File: src/rtl/sector_map_dword.sv
// constants of the sector map table and the packer that builds one table dword
`timescale 1ns/1ps
package sector_map_pkg;
    // ****************************************************************
    // table placement (parameter-relative byte offsets)
    // ****************************************************************
    localparam logic [7:0]  OFS_FIRST         = 8'h6c;
    localparam logic [7:0]  OFS_C0_R2         = 8'h6c;
    localparam logic [7:0]  OFS_C2_HDR        = 8'h70;
    localparam logic [7:0]  OFS_C2_R0         = 8'h74;
    localparam logic [7:0]  OFS_LAST          = 8'h77;
    localparam int unsigned N_DWORDS          = 3;
    localparam logic [7:0]  MISS_DATA         = 8'hff;
    localparam logic [31:0] MISS_WORD         = 32'hffff_ffff;

    // ****************************************************************
    // region size encoding
    // ****************************************************************
    localparam int unsigned UNIT_BYTES        = 256;
    localparam int unsigned SECTOR_64K_BYTES  = 65536;
    localparam int unsigned SECTORS_64K       = 127;
    localparam logic [23:0] SIZE_64K_REGION   =
        24'((SECTORS_64K * SECTOR_64K_BYTES) / UNIT_BYTES - 1);
    localparam int unsigned SIZE_LSB          = 8;
    localparam int unsigned SIZE_MSB          = 31;

    // ****************************************************************
    // region descriptor low byte
    // ****************************************************************
    localparam logic [3:0]  REGION_RFU        = 4'hf;
    localparam int unsigned ERASE_T1_BIT      = 0;
    localparam int unsigned ERASE_T2_BIT      = 1;
    localparam int unsigned ERASE_T3_BIT      = 2;
    localparam int unsigned ERASE_T4_BIT      = 3;
    localparam logic        ERASE_NO          = 1'b0;
    localparam logic        ERASE_YES         = 1'b1;
    localparam logic [3:0]  ERASE_64K_REGION  =
        {ERASE_NO, ERASE_NO, ERASE_YES, ERASE_NO};

    // ****************************************************************
    // configuration header
    // ****************************************************************
    localparam logic [7:0]  HDR_RFU_HI        = 8'hff;
    localparam int unsigned HDR_RFU_HI_LSB    = 24;
    localparam int unsigned HDR_COUNT_LSB     = 16;
    localparam int unsigned HDR_CFGID_LSB     = 8;
    localparam logic [5:0]  HDR_RFU_LO        = 6'h3f;
    localparam int unsigned HDR_RFU_LO_LSB    = 2;
    localparam int unsigned HDR_DESC_BIT      = 1;
    localparam int unsigned HDR_END_BIT       = 0;
    localparam logic        HDR_IS_MAP        = 1'b1;
    localparam logic        HDR_NOT_LAST      = 1'b0;
    localparam logic [7:0]  C2_COUNT_M1       = 8'h02;
    localparam logic [7:0]  C2_CFG_ID         = 8'h02;

    // ****************************************************************
    // per-dword contents, index 0 = lowest offset
    // ****************************************************************
    localparam logic        DW_IS_HDR [N_DWORDS] = '{1'b0, 1'b1, 1'b0};
    localparam logic [23:0] DW_SIZE   [N_DWORDS] =
        '{SIZE_64K_REGION, 24'h00_0000, SIZE_64K_REGION};
    localparam logic [3:0]  DW_ERASE  [N_DWORDS] =
        '{ERASE_64K_REGION, 4'h0, ERASE_64K_REGION};

    // ****************************************************************
    // read state machine
    // ****************************************************************
    typedef enum logic [1:0] {
        ST_IDLE   = 2'b01,
        ST_ANSWER = 2'b10
    } rd_state_t;
endpackage : sector_map_pkg

module sector_map_dword
    import sector_map_pkg::*;
(
    // kind of dword
    input  wire logic        is_header,
    // header fields
    input  wire logic [7:0]  count_m1,
    input  wire logic [7:0]  cfg_id,
    input  wire logic        last_desc,
    // region fields
    input  wire logic [23:0] size_m1,
    input  wire logic [3:0]  erase_sup,
    // packed result
    output logic      [31:0] dword
);
    always_comb begin
        dword = 32'h0000_0000;
        if (is_header) begin
            dword[HDR_RFU_HI_LSB +: 8] = HDR_RFU_HI;
            dword[HDR_COUNT_LSB +: 8]  = count_m1;
            dword[HDR_CFGID_LSB +: 8]  = cfg_id;
            dword[HDR_RFU_LO_LSB +: 6] = HDR_RFU_LO;
            dword[HDR_DESC_BIT]        = HDR_IS_MAP;
            dword[HDR_END_BIT]         = last_desc;
        end else begin
            dword[SIZE_MSB:SIZE_LSB]   = size_m1;
            dword[7:4]                 = REGION_RFU;
            dword[3:0]                 = erase_sup;
        end
    end
endmodule : sector_map_dword

File: src/rtl/sector_map_param_rom.sv
// read-only sector map parameter table slice with a one-cycle byte/dword read port
`timescale 1ns/1ps
module sector_map_param_rom
    import sector_map_pkg::*;
(
    // clock, enable and reset
    input  wire logic        clk,
    input  wire logic        ce,
    input  wire logic        sys_rst,
    // read request
    input  wire logic        rd_req,
    input  wire logic [7:0]  rd_addr,
    // read answer
    output logic             rd_valid,
    output logic             rd_hit,
    output logic      [7:0]  rd_data,
    output logic      [31:0] rd_word
);
    // ****************************************************************
    // state
    // ****************************************************************
    typedef struct packed {
        rd_state_t   fsm;
        logic        valid;
        logic        hit;
        logic [7:0]  addr;
        logic [7:0]  data;
        logic [31:0] word;
    } rom_state_t;

    rom_state_t state;
    rom_state_t next_state;

    // ****************************************************************
    // table contents
    // ****************************************************************
    logic [31:0] dwords [N_DWORDS];

    // one packer per dword; the contents are fixed by constants only
    genvar gi;
    generate
        for (gi = 0; gi < N_DWORDS; gi++) begin : g_dw
            sector_map_dword u_dw (
                .is_header (DW_IS_HDR[gi]),
                .count_m1  (C2_COUNT_M1),
                .cfg_id    (C2_CFG_ID),
                .last_desc (HDR_NOT_LAST),
                .size_m1   (DW_SIZE[gi]),
                .erase_sup (DW_ERASE[gi]),
                .dword     (dwords[gi])
            );
        end
    endgenerate

    // ****************************************************************
    // address decode
    // ****************************************************************
    logic [7:0] rel_off;
    logic       in_table;
    logic [1:0] dw_idx;
    logic [1:0] byte_sel;
    logic [31:0] sel_word;
    logic [7:0]  sel_byte;

    always_comb begin
        rel_off  = 8'(rd_addr - OFS_FIRST);
        in_table = (rd_addr >= OFS_FIRST) && (rd_addr <= OFS_LAST);
        dw_idx   = rel_off[3:2];
        byte_sel = rel_off[1:0];
        sel_word = MISS_WORD;
        if (in_table) begin
            case (dw_idx)
                2'h0:    sel_word = dwords[0];
                2'h1:    sel_word = dwords[1];
                2'h2:    sel_word = dwords[2];
                default: sel_word = MISS_WORD;
            endcase
        end
        // dwords go out least significant byte first
        sel_byte = sel_word[8*byte_sel +: 8];
    end

    // ****************************************************************
    // read sequencer
    // ****************************************************************
    always_comb begin
        next_state       = state;
        next_state.valid = 1'b0;
        case (state.fsm)
            ST_IDLE: begin
                if (rd_req) begin
                    next_state.fsm = ST_ANSWER;
                end
            end
            ST_ANSWER: begin
                if (!rd_req) begin
                    next_state.fsm = ST_IDLE;
                end
            end
            default: begin
                next_state.fsm = ST_IDLE;
            end
        endcase
        // back-to-back requests are answered every cycle
        if (rd_req) begin
            next_state.valid = 1'b1;
            next_state.hit   = in_table;
            next_state.addr  = rd_addr;
            next_state.data  = sel_byte;
            next_state.word  = sel_word;
        end
    end

    always_ff @(posedge clk) begin
        if (sys_rst) begin
            state.fsm   <= ST_IDLE;
            state.valid <= 1'b0;
            state.hit   <= 1'b0;
            state.addr  <= 8'h00;
            state.data  <= 8'h00;
            state.word  <= 32'h0000_0000;
        end else if (ce) begin
            state <= next_state;
        end
    end

    assign rd_valid = state.valid;
    assign rd_hit   = state.hit;
    assign rd_data  = state.data;
    assign rd_word  = state.word;

    logic take;
    assign take = ce && rd_req;
endmodule : sector_map_param_rom

File: config.mk
export PLATFORM = sky130hd
export DESIGN_NAME = sector_map_param_rom
export DESIGN_NICKNAME = d
export VERILOG_FILES = /design/src/rtl/sector_map_dword.sv /design/src/rtl/sector_map_param_rom.sv
export SDC_FILE = /design/constraint.sdc
export NUM_CORES = 1
export LEC_CHECK = 0
export BUFFER_PORTS_ARGS = -buffer_cell sky130_fd_sc_hd__buf_2
export CORE_MARGIN = 4
export CORE_UTILIZATION = 42
export DETAILED_ROUTE_END_ITERATION = 7
export GPL_ROUTABILITY_DRIVEN = 1
export MAX_ROUTING_LAYER = met4
export PLACE_DENSITY = 0.93
export SYNTH_ARGS = -nofsm -noshare
export SYNTH_HDL_FRONTEND = slang
export SYNTH_SLANG_ARGS = --single-unit
File: constraint.sdc
create_clock -name clk -period 2.1 [get_ports clk]
set_clock_uncertainty 0.15 [all_clocks]
set_input_delay 0.21 -clock clk [delete_from_list [all_inputs] [get_ports clk]]
set_output_delay 0.21 -clock clk [all_outputs]
set_load 0.02 [all_outputs]
# [After elaboration in Yosys (flattened, before gate mapping)]
# Index checks and enable logic that the tools add are counted.
[totals] register_bits=50 latch_bits=0 mem_bits_rw=0 romBits=0 input_bits=12 out_inout_bits=42 wordCells=18 mem_count=0
[op_classes] add_sub_neg=1 n_mul=0 n_div=0 order_cmp=2 n_eq_ne=2 shift=1 mux=3 bitwise_logic=0 n_reduce_logical=4
[ops] operator="one-hot mux 32 bit (2 select lines)" n=1
[ops] operator="2-to-1 mux 50 bit" n=1
[ops] operator="2-to-1 mux 32 bit" n=1
[ops] operator="indexed part select 32 x 6 -> 8 bit" n=1
[ops] operator=">= comparator 8 x 7 -> 1 bit, second input constant" n=1
[ops] operator="less-or-equal comparator 8 x 7 -> 1 bit, second input constant" n=1
[ops] operator="subtractor 4 bit, second input constant" n=1
[ops] operator="== test 2 x 1 -> 1 bit, second input constant" n=1
[ops] operator="== test 2 bit, second input constant" n=1
[ops] operator="logical NOT 2 bit" n=1
[ops] operator="AND reduction 2 bit" n=1
[ops] operator="OR reduction 2 bit" n=1
[ops] operator="logical AND 1 bit" n=1

# [Logic depth before layout (Yosys ltp)]
# Gate-level depths: netlist of the first run.
[depth] depth_word=7 mapped_depth=4

# [Hierarchy]
# From an unflattened synthesis of the first run, not the netlist that was laid out.
[hier_totals] hier_cells=429 area_unflattened_um2=3736.1
[modules_own_cells] module="sector_map_param_rom" n_inst=1 cells_per_inst=321 area_each_um2=2625.0 seq_area_each_um2=840.8
[modules_own_cells] module="sector_map_dword" n_inst=3 cells_per_inst=36 area_each_um2=370.4 seq_area_each_um2=0.0

# [Worst setup path before layout of the first run]
# OpenSTA, ideal clock, no wires.
[synth_path] kind="input port to flip-flop" from="input rd_addr[7]" to="register state, in the netlist rd_data[7]" t_arrival_ps=990 required_ps=1833 path_slack_ps=844 cell_stages=4 path_cell_list="nand3b_1 > nor3_1 > a311oi_1 > a22o_1"
[synth_between] elab_chain_len=4 elab_cells_between_ends=5 cone_classes="2 x order compare; 1 x shift; 1 x mux; 1 x reduce/logical"
[synth_lines] item="start: declaration" line_no="sector_map_param_rom.sv:12" text="input wire logic [7:0] rd_addr,"
[synth_lines] item=">= comparator 8 x 7 -> 1 bit or less-or-equal comparator 8 x 7 -> 1 bit (tied branches)" line_no="sector_map_param_rom.sv:67" text="in_table = (rd_addr >= OFS_FIRST) && (rd_addr <= OFS_LAST);"
[synth_lines] item="logical AND 1 bit *" line_no="sector_map_param_rom.sv:67"
[synth_lines] item="2-to-1 mux 32 bit *" line_no="sector_map_param_rom.sv:71" text="if (in_table) begin"
[synth_lines] item="indexed part select 32 x 6 -> 8 bit *" line_no="sector_map_param_rom.sv:80" text="sel_byte = sel_word[8*byte_sel +: 8];"
[synth_lines] item="end signal: assignment" line_no="sector_map_param_rom.sv:123" text="state <= next_state;"
[synth_lines] item="end: declaration" line_no="sector_map_param_rom.sv:31" text="rom_state_t state;"
# Every way passes the cells marked *; elsewhere a longest branch is shown, timed or not.
# A chain may end at the register's enable or synchronous reset.

==> key figures, run 1 <==
Timing
  • RSZ-0062 raised after global routing: false
  • Rel. slew slack: 70.9%
  • Crit path time final: 1.36 ns
  • Fin. max-slew vios: 0
  • F_max: 0.736 GHz
  • TNS Setup: 0 ns
  • Final hold viol count: 0
  • Final period util: 64.7%
  • Worst Tran Pin Value: 0.434 ns
  • Final setup vio count: 0

Global routing
  • Largest net degree at the start of global routing: 15
  • Global-route wire length before repair: 2500 um
  • Antenna violations before repair: 0
  • Global route overflow: 0
  • Vias in the first global route: approximately 560
  • All-layer global routing usage: 13.2%

Clock tree
  • Htree depth: 1
  • Root Driver: clkbuf_4
  • Reg clk slew, reported paths: ~0.070 ns
  • CTS sink count: 11
  • Resize count post-CTS: 0
  • Clock buffer depth: 2
  • CTS buffer count: 3
  • Clk Latency, worst-skew pair: 0.27 ns
  • Post-CTS setup buffers: 0
  • CTS tree: done
  • Hold-fix buffers, CTS: 0

Power and ir drop
  • Clock network fraction of total power: 26.3%
  • Cell Pwr Density: 693 mW/mm^2
  • Pwr Total: 0.553 mW
  • NetSw: 0.200 mW
  • Leakage: approximately 0.45 nW
  • Peak VDD IR: 323 uV
  • Switch share: 36.1%
  • Power share of the combinational group: a little under a third
  • Sequential share of power: between 40 and 50%
  • Power Internal: 0.354 mW

Synthesis
  • Syn Area/Cell: 8.10 sq um
  • Area contributors post-synth: buf_4, dfxtp_1, a211oi_1, nor2_1, nand2_1
  • Synth top area share: 32.3%
  • Synth Instances: 89
  • Yosys warnings: 0
  • Yosys reg bits: 11
  • Yosys top cell by area: buf_4
  • Syn_nets: 101
  • Post-synthesis sequential area ratio: 30.6%
  • Post-Synthesis Cell Area: approximately 720 sq um
  • Synth unique cells: 23

Detailed routing
  • Initial DRT Pass Iterations: 4
  • WL per Instance: 11.7 um
  • Final WL: 1520 um
  • Initial DRC count: 10
  • Routed vias: 641
  • Antenna-violating nets left: 0
  • DRC Markers: 0
  • Avg Vias per Cell: between 4 and 5

Setup path
  • Crit Path Category: reg2out
  • Critical path's top delay family: flip-flops
  • WP data required: between 1.5 and 2 ns
  • Crit start category: flop
  • CP bufs+invs: 1
  • Worst R2R Setup Slack: between 1 and 1.5 ns
  • Crit-path slowest cell: dfxtp_1
  • Worst Path Max Fanout: 13
  • Cell Chain, Critical Path: buf_2
  • CP arrival: 1.00 ns
  • CP peak stage delay: 0.49 ns
  • CP Capture Type: output pin

Layout
  • Fillers: 156
  • Layout area overhead: 10.8%
  • Final instance area: 798 sq um
  • Diode count: 0
  • Commonest cells after routing, fill and taps aside: buf_2, dfxtp_1, nor2_1
  • Final net count: between 100 and 150
  • Commonest non-fill, non-tap cell in the layout: buf_2
  • Layout cell share with drive strength beyond 1: 50.0%

Place
  • GP Congestion: around 0.82
  • Final HPWL DP: 1240 um
  • Placement Cell Area: 772 sq um
  • Port bufs: 53

Hold path
  • Hold Path Class: in2reg

Run status
  • Status: complete, no violations

Die
  • Core area: about 0.0016 sq mm
  • Die extent in y: 49.4 um
  • Die W: 49.4 um
  • I/O pins: 54
  • Die area: 0.00244 sq mm
  • Initial core utilization: 46.2%
  • Rows: 14

Job
  • Maxcap violations: 0
[cells in the mapped netlist]
library cell,count
a211oi_1,4
o21bai_1,1
nor3_1,2
dfxtp_1,11
nand2_1,7
o2bb2ai_1,1
clkbuf_1,1
o22ai_1,1
a41oi_1,1
and4b_1,1
a311oi_1,1
xor2_1,1
a21oi_1,4
and3_1,1
nand2b_1,3
buf_2,1
a22o_1,2
inv_1,2
nor2_1,8
nand3b_1,2
buf_4,31
and2_0,1
nor4_1,2
[per-layer routing]
metal	share of wire [%]	global-route usage, %	up-vias
li1	-	-	322
met3	14	4.59	4
met4	2.1	5.53	0
met2	46	22.3	46
met5	0	-	-
met1	38	14.0	269
[flip-flops by register name, summed over array words and instances (netlist names)]
| name | flops |
|---|---|
| rd_data | 5 |
| rd_hit | 1 |
| rd_word | 4 |
| rd_valid | 1 |
[area by class of cell]
| cell class | instances | area (sq um) | share of cell area (%) |
|---|---|---|---|
| Sequential cell | 11 | 220 | 27.6 |
| Clock buffer | 4 | 26.3 | 3.29 |
| Timing Repair Buffer | 54 | 273 | 34.2 |
| Inverter | 2 | 7.51 | 0.940 |
| Multi-Input combinational cell | 43 | 251 | 31.5 |
| Tap cell | 16 | 20.0 | 2.51 |
[power groups by stage]
stage,logic (mW),clock network [mW],registers [mW]
floorplan,0.140,0,0.257
global placement,0.172,0,0.239
detailed placement,0.174,0,0.240
CTS,0.174,0.151,0.235
global route,0.184,0.157,0.240
finish,0.173,0.146,0.235
[final timing paths]
kind                                          startpoint                  endpoint  depth (start not counted)
worst max-delay path            rd_word[22]$_SDFFE_PP0P_               rd_word[11]                          1
worst min-delay path                          rd_addr[0]   rd_data[1]$_SDFFE_PP0P_                          2
worst max register to register  rd_word[22]$_SDFFE_PP0P_  rd_word[22]$_SDFFE_PP0P_                          2
worst min register to register       rd_hit$_SDFFE_PP0P_       rd_hit$_SDFFE_PP0P_                          2
[per-stage QoR]
stage                     hold slack, ns  setup WS [ns]  util (%)  cells
after floorplan                    0.181          0.844         -     89
after global placement             0.297          0.680      49.5    126
after detailed placement           0.312          0.613      49.5    126
after CTS                         0.0677          0.733      51.2    130
after global routing              0.0695          0.619      51.2    130
final                             0.0746          0.741      51.2    130
[cells by family (layout without fill, tap and decap cells)]
| kind of cell | Yosys count | count (layout) | synth area share, % |
|---|---|---|---|
| xor gates and xnor gates | 1 | 1 | 1.22 |
| AOI/OAI and AO/OA | 15 | 15 | 14.9 |
| buffers and inverters | 35 | 60 | 34.5 |
| and+or+nand+nor | 27 | 27 | 18.8 |
| DFF | 11 | 11 | 30.6 |
No activity file was read; power rests on OpenSTA's default activity.
==> inputs of run 2 (changes only) <==
- CORE_ASPECT_RATIO: not set -> 0.7
- CORE_UTILIZATION: 42 -> 35
- PLACE_DENSITY: 0.93 -> 0.84
- clock period: 2.1 -> 1.2 ns (I/O delays scaled with it)
==> run 2 against run 1 <==
Effect of this change:
- via count up 3.9%
- worst hold slack worse by 0.069 ns
- count of clock-buffer cells in the layout is the same
- total power grew 77%
- combinational power increased by 84%
- final cell count grew 11%
- non-clock buffer count rose by 8
==> key figures, run 2 (same netlist as run 1, synthesis figures left out) <==
Setup path
  • FF-to-FF path depth: 2
  • Crit start category: flop
  • Crit-path slowest cell: dfxtp_2
  • WP data required: slightly above 0.9 ns
  • Reg2reg end: rd_word[22]$_SDFFE_PP0P_
  • CP bufs+invs: 1
  • Reg2reg start: rd_word[22]$_SDFFE_PP0P_
  • Cell Chain, Critical Path: buf_2
  • CP Capture Type: output pin
  • Crit Path Category: reg2out
  • Worst Path Max Fanout: 11
  • Worst R2R Setup Slack: about 0.32 ns
  • CP peak stage delay: 0.40 ns
  • Critical path's top delay family: flip-flops
  • CP arrival: 0.85 ns

Layout
  • Fillers: slightly above 200
  • Commonest non-fill, non-tap cell in the layout: buf_2
  • Final net count: between 100 and 150
  • Area of the multi-input gates: roughly 250 sq um
  • Diode count: 0
  • Commonest cells after routing, fill and taps aside: buf_2, nor2_1, dfxtp_1
  • Largest register FFs: 5
  • Layout cell share with drive strength beyond 1: between 50% and 60%
  • Layout area overhead: 22.0%
  • Fin cells: 144
  • Register area: 226 sq um

Clock tree
  • CTS tree: done
  • CTS sink count: 11
  • CTS buffer count: 3
  • Reg clk slew, reported paths: 0.07 ns
  • Post-CTS setup buffers: 0
  • Clock buffer depth: 2
  • Htree depth: 1
  • Root Driver: clkbuf_4
  • Clk Latency, worst-skew pair: 0.27 ns

Detailed routing
  • Antenna-violating nets left: 0
  • Initial DRT Pass Iterations: 4
  • Avg Vias per Cell: 4.63
  • Routed vias: 666
  • Initial DRC count: 10
  • DRC Markers: 0
  • Final WL: 1610 um
  • WL per Instance: approximately 11 um

Timing
  • F_max: 0.893 GHz
  • Worst Tran Pin Value: 0.443 ns
  • RSZ-0062 raised after global routing: false
  • Final hold viol count: 0
  • Fin. max-slew vios: 0
  • Final setup vio count: 0
  • Rel. slew slack: 70.3%
  • Final period util: 93.4%
  • Crit path time final: 1.12 ns

Die
  • Die extent in y: 46.0 um
  • Initial core utilization: 37.9%
  • Rows: 13
  • Core area: roughly 0.0019 sq mm
  • Die W: ~62 um
  • I/O pins: between 50 and 60
  • Die area: between 0.002 and 0.003 sq mm

Global routing
  • Vias in the first global route: between 500 and 600
  • Largest net degree at the start of global routing: 14
  • Global-route wire length before repair: between 2000 and 2500 um
  • Antenna violations before repair: 0
  • Global route overflow: 0
  • All-layer global routing usage: a little under an eighth

Run status
  • Status: complete, no violations

Power and ir drop
  • Pwr Total: 0.980 mW
  • Leakage: 0.491 nW
  • Cell Pwr Density: 1110 mW/mm^2
  • Peak VDD IR: a little over 600 uV

Hold path
  • Hold path depth: 2
  • Hold_sp: sys_rst
  • Hold Path Class: in2reg
  • Hold EP: rd_word[22]$_SDFFE_PP0P_

Place
  • Dpl cells: approximately 140
  • Port bufs: 53
  • GP Congestion: 0.814
  • Final HPWL DP: 1320 um

Job
  • Maxcap violations: 0
[run 2: per-stage QoR]
| stage | setup TNS, ns | util, % | hold WS [ns] | instance area (sq um) | setup WS (ns) |
|---|---|---|---|---|---|
| after floorplan | 0 | - | 0.0906 | 721 | 0.0335 |
| after global placement | -0.479 | 42.9 | 0.264 | 817 | -0.0986 |
| after detailed placement | -0.868 | 42.9 | 0.265 | 817 | -0.161 |
| after CTS | 0 | 46.0 | 0.00516 | 876 | 0.0291 |
| after global routing | 0 | 46.2 | 0.00590 | 880 | 0.00983 |
| final | 0 | 46.2 | 0.00520 | 880 | 0.0797 |
[run 2: area by class of cell]
class,instances,share of cell area (%)
clock buffer,4,2.99
inverter,2,0.853
multi-input combinational,43,28.6
sequential,11,25.7
tap,22,3.13
timing repair buffer,62,38.7
[run 2: power by group]
part           total [mW]  internal (mW)  switching, mW
registers           0.413          0.389         0.0236
logic               0.318          0.116          0.202
clock network       0.250          0.129          0.121
total               0.980          0.633          0.347
[run 2: worst max-delay path by stage]
| stage | start | endpoint | slack (ns) | cells after the start |
|---|---|---|---|---|
| after floorplan | rd_addr[7] | rd_data[7]$_SDFFE_PP0P_ | 0.03 | 4 |
| after global placement | rd_addr[7] | rd_data[0]$_SDFFE_PP0P_ | -0.1 | 5 |
| after detailed placement | rd_addr[3] | rd_data[3]$_SDFFE_PP0P_ | -0.16 | 5 |
| after CTS | rd_word[17]$_SDFFE_PP0P_ | rd_word[1] | 0.03 | 1 |
| after global routing | rd_word[30]$_SDFFE_PP0P_ | rd_word[2] | 0.01 | 1 |
| final | rd_word[30]$_SDFFE_PP0P_ | rd_word[28] | 0.08 | 1 |
[run 2: timing repair]
item,in CTS,in global routing
endpoints found under the hold margin,2,0
hold buffers,3,0
cloned,0,0
pin swaps,0,0
resized for setup,2,2
endpoints found under the setup margin,22,19
[run 2: per-layer routing]
metal / part of all wire [%] / vias up / GRT usage, %
met4: 1.2 / 0 / 5.19
met2: 46 / 36 / 19.0
met5: 0 / - / -
met3: 10 / 2 / 4.44
met1: 42 / 287 / 12.4
li1: - / 341 / -
==> inputs of run 3 (changes only) <==
- ABC_AREA: not set -> 1
- CORE_UTILIZATION: 35 -> 36
- PLACE_DENSITY: 0.84 -> 0.85
==> run 3 against run 2 <==
Effect of this change:
- first-iteration DRC count rose to 4.0 times the previous value
- register-to-register slack about the same
- combinational power about the same
- wire length up 5.1%
- critical endpoint is now rd_word[22]$_SDFFE_PP0P_
- highest routed layer unchanged
- area after synthesis up 5.7%
- total power down 0.39%
- die area up 2.4%
- non-clock buffer count down 6
- global-route usage up 1.1 points
==> key figures, run 3 <==
Synthesis
  • Post-synthesis sequential area ratio: 28.9%
  • Synth top area share: 31.5%
  • Yosys top cell by area: buf_4
  • Post-synth ARST share: 0%
  • Post-synthesis xor/xnor area fraction: 0%
  • Top_reg_cell synth: dfxtp_1
  • Dominant cell by count in the synthesized netlist: buf_4
  • Synth Instances: around 110
  • Post-synth EDFFs: 0
  • Mux cell area share after synthesis: 0%
  • Post-Synth Simple-Gate Area: a little over a fifth
  • Post-Synthesis Cell Area: 762 sq um
  • Area contributors post-synth: buf_4, dfxtp_1, inv_1, nand2_1, nor2_1
  • Synth unique cells: 17
  • Yosys reg bits: 11
  • Most frequent cells after synthesis: buf_4, inv_1, dfxtp_1, nand2_1, nor2_1
  • Adder-cell share of the synthesized area: 0%
  • Syn Area/Cell: 7.12 sq um
  • Complex-gate fraction of the synthesized area: 10.2%
  • Main combinational cell family by area after synthesis: buffers and inverters
  • Yosys warnings: 0
  • Syn_nets: 119

Setup path
  • CP Capture Type: flop
  • Cell Chain, Critical Path: dlygate4sd3_1, buf_2, inv_2, o21ai_0, a21oi_1
  • Worst Path Max Fanout: 8
  • Crit start category: input pin
  • WP data required: 1.24 ns
  • Critical path's top delay family: buffers and inverters
  • Crit-path slowest cell: dlygate4sd3_1
  • CP peak stage delay: between 0.5 and 0.6 ns
  • CP arrival: between 1 and 1.5 ns
  • Crit Path Category: in2reg
  • CP bufs+invs: 3

Place
  • GP Congestion: about 0.80
  • Port bufs: 53
  • Final HPWL DP: 1400 um

Global routing
  • GRT met1 Usage: a little over an eighth
  • Vias in the first global route: 578
  • All-layer global routing usage: 12.6%
  • Global route overflow: 0
  • Busiest layer in global routing: met2
  • Global-route wire length before repair: 2620 um
  • Largest net degree at the start of global routing: 14
  • Antenna violations before repair: 0
  • GR Util met2: 20.1%
  • Met3 usage in global routing: 4.88%

Timing
  • Final hold viol count: 0
  • Fin. max-slew vios: 0
  • Final period util: 92.5%
  • Rel. slew slack: 75.4%
  • Crit path time final: ~1.1 ns
  • Final setup vio count: 0
  • RSZ-0062 raised after global routing: false
  • Worst Tran Pin Value: 0.369 ns
  • F_max: 0.901 GHz

Die
  • Die area: 0.00293 sq mm
  • Rows: 13
  • I/O pins: 54
  • Die W: 63.0 um
  • Die extent in y: 46.5 um
  • Initial core utilization: 39.4%
  • Core area: about 0.0019 sq mm

Detailed routing
  • Antenna-violating nets left: 0
  • Initial DRT Pass Iterations: 4
  • WL per Instance: 10.9 um
  • Routed vias: ~680
  • Avg Vias per Cell: 4.33
  • Final WL: 1700 um
  • DRC Markers: 0
  • Initial DRC count: 40

Clock tree
  • Reg clk slew, reported paths: 0.07 ns
  • Clock buffer depth: 2
  • Root Driver: clkbuf_4
  • Htree depth: 1
  • Clk Latency, worst-skew pair: 0.26 ns
  • CTS tree: done
  • CTS buffer count: 3
  • CTS sink count: 11

Hold path
  • Hold Path Class: in2reg

Layout
  • Final core occ: 44.9%
  • Layout area overhead: 14.1%
  • Fillers: just under 200
  • Diode count: 0
  • Final net count: 147
  • Layout cell share with drive strength beyond 1: 50.0%
  • Commonest cells after routing, fill and taps aside: buf_2, inv_1, nand2_1, nor2_1, dfxtp_1
  • Largest register FFs: 5
  • Commonest non-fill, non-tap cell in the layout: buf_2

Power and ir drop
  • Pwr Total: 0.976 mW
  • NetSw: ~0.35 mW
  • Leakage: around 0.56 nW
  • Sequential share of power: 42.0%
  • Clock network fraction of total power: between 20% and 30%
  • Switch share: a little over a third
  • Cell Pwr Density: 1120 mW/mm^2
  • Power share of the combinational group: 32.6%
  • Peak VDD IR: 495 uV
  • Power Internal: 0.623 mW

Job
  • Maxcap violations: 0

Run status
  • Status: complete, no violations
[run 3: changes by cell type after synthesis, moves of 3 or more]
cell      previous run  this run
nand2b_1             3         0
nor2_1               8        11
nand3_1              0         7
o21ai_0              0         3
a211oi_1             4         0
inv_1                2        15
nand2_1              7        11
[run 3: power by group through the flow]
stage | combinational, mW | sequential [mW] | clock (mW)
floorplan | 0.256 | 0.449 | 0
global route | 0.348 | 0.416 | 0.276
finish | 0.318 | 0.410 | 0.247
detailed placement | 0.314 | 0.419 | 0
CTS | 0.319 | 0.411 | 0.261
global placement | 0.309 | 0.418 | 0
[run 3: stage by stage]
step	hold WS [ns]	TNS [ns]	worst slack [ns]	cells	cell area [sq um]
after global routing	0.0419	0	0.0120	156	870
after floorplan	0.129	0	0.117	107	762
after CTS	0.0101	0	0.0329	156	866
after detailed placement	0.243	-0.00507	-0.00507	150	817
final	0.0190	0	0.0897	156	870
after global placement	0.236	0	0.0777	150	817
[run 3: cells by family (layout without fill, tap and decap cells)]
kind of cell,after synthesis,after routing
AOI/OAI and AO/OA,13,13
buffers and inverters,48,75
DFF,11,11
and+or+nand+nor,35,35
[run 3: worst paths after layout]
| path | start | to | slack (ns) | cells after the start |
|---|---|---|---|---|
| worst min register to register | rd_valid$_SDFFE_PP0P_ | rd_valid$_SDFFE_PP0P_ | 0.31 | 2 |
| worst max register to register | rd_word[22]$_SDFFE_PP0P_ | rd_word[22]$_SDFFE_PP0P_ | 0.31 | 2 |
| worst max-delay path | sys_rst | rd_word[22]$_SDFFE_PP0P_ | 0.09 | 5 |
| worst min-delay path | rd_addr[1] | rd_data[7]$_SDFFE_PP0P_ | 0.02 | 3 |
[run 3: worst reg2reg max path: stages, from the launching register on]
cell and delay [ns]:
dfxtp_4 0.37, o21ai_0 0.17, a21oi_1 0.07
[run 3: what timing repair did]
action                                  CTS  global route
resized for setup                         2             3
setup buffers                             0             0
endpoints found under the setup margin   22            11
hold buffers                              2             0
hold endpoints to repair                  3             0
[run 3: cell type report]
| class | instances | area (sq um) | area share [%] |
|---|---|---|---|
| Tap cell | 22 | 27.5 | 3.17 |
| Clock buffer | 4 | 26.3 | 3.02 |
| Inverter | 15 | 56.3 | 6.47 |
| Timing Repair Buffer | 56 | 293 | 33.7 |
| Multi-Input combinational cell | 48 | 240 | 27.6 |
| Sequential cell | 11 | 226 | 26.0 |
[run 3: per-layer routing]
layer,wire length (um),vias to the layer above
li1,-,355
met4,43,0
met5,0,-
met1,681,275
met2,825,40
met3,145,6
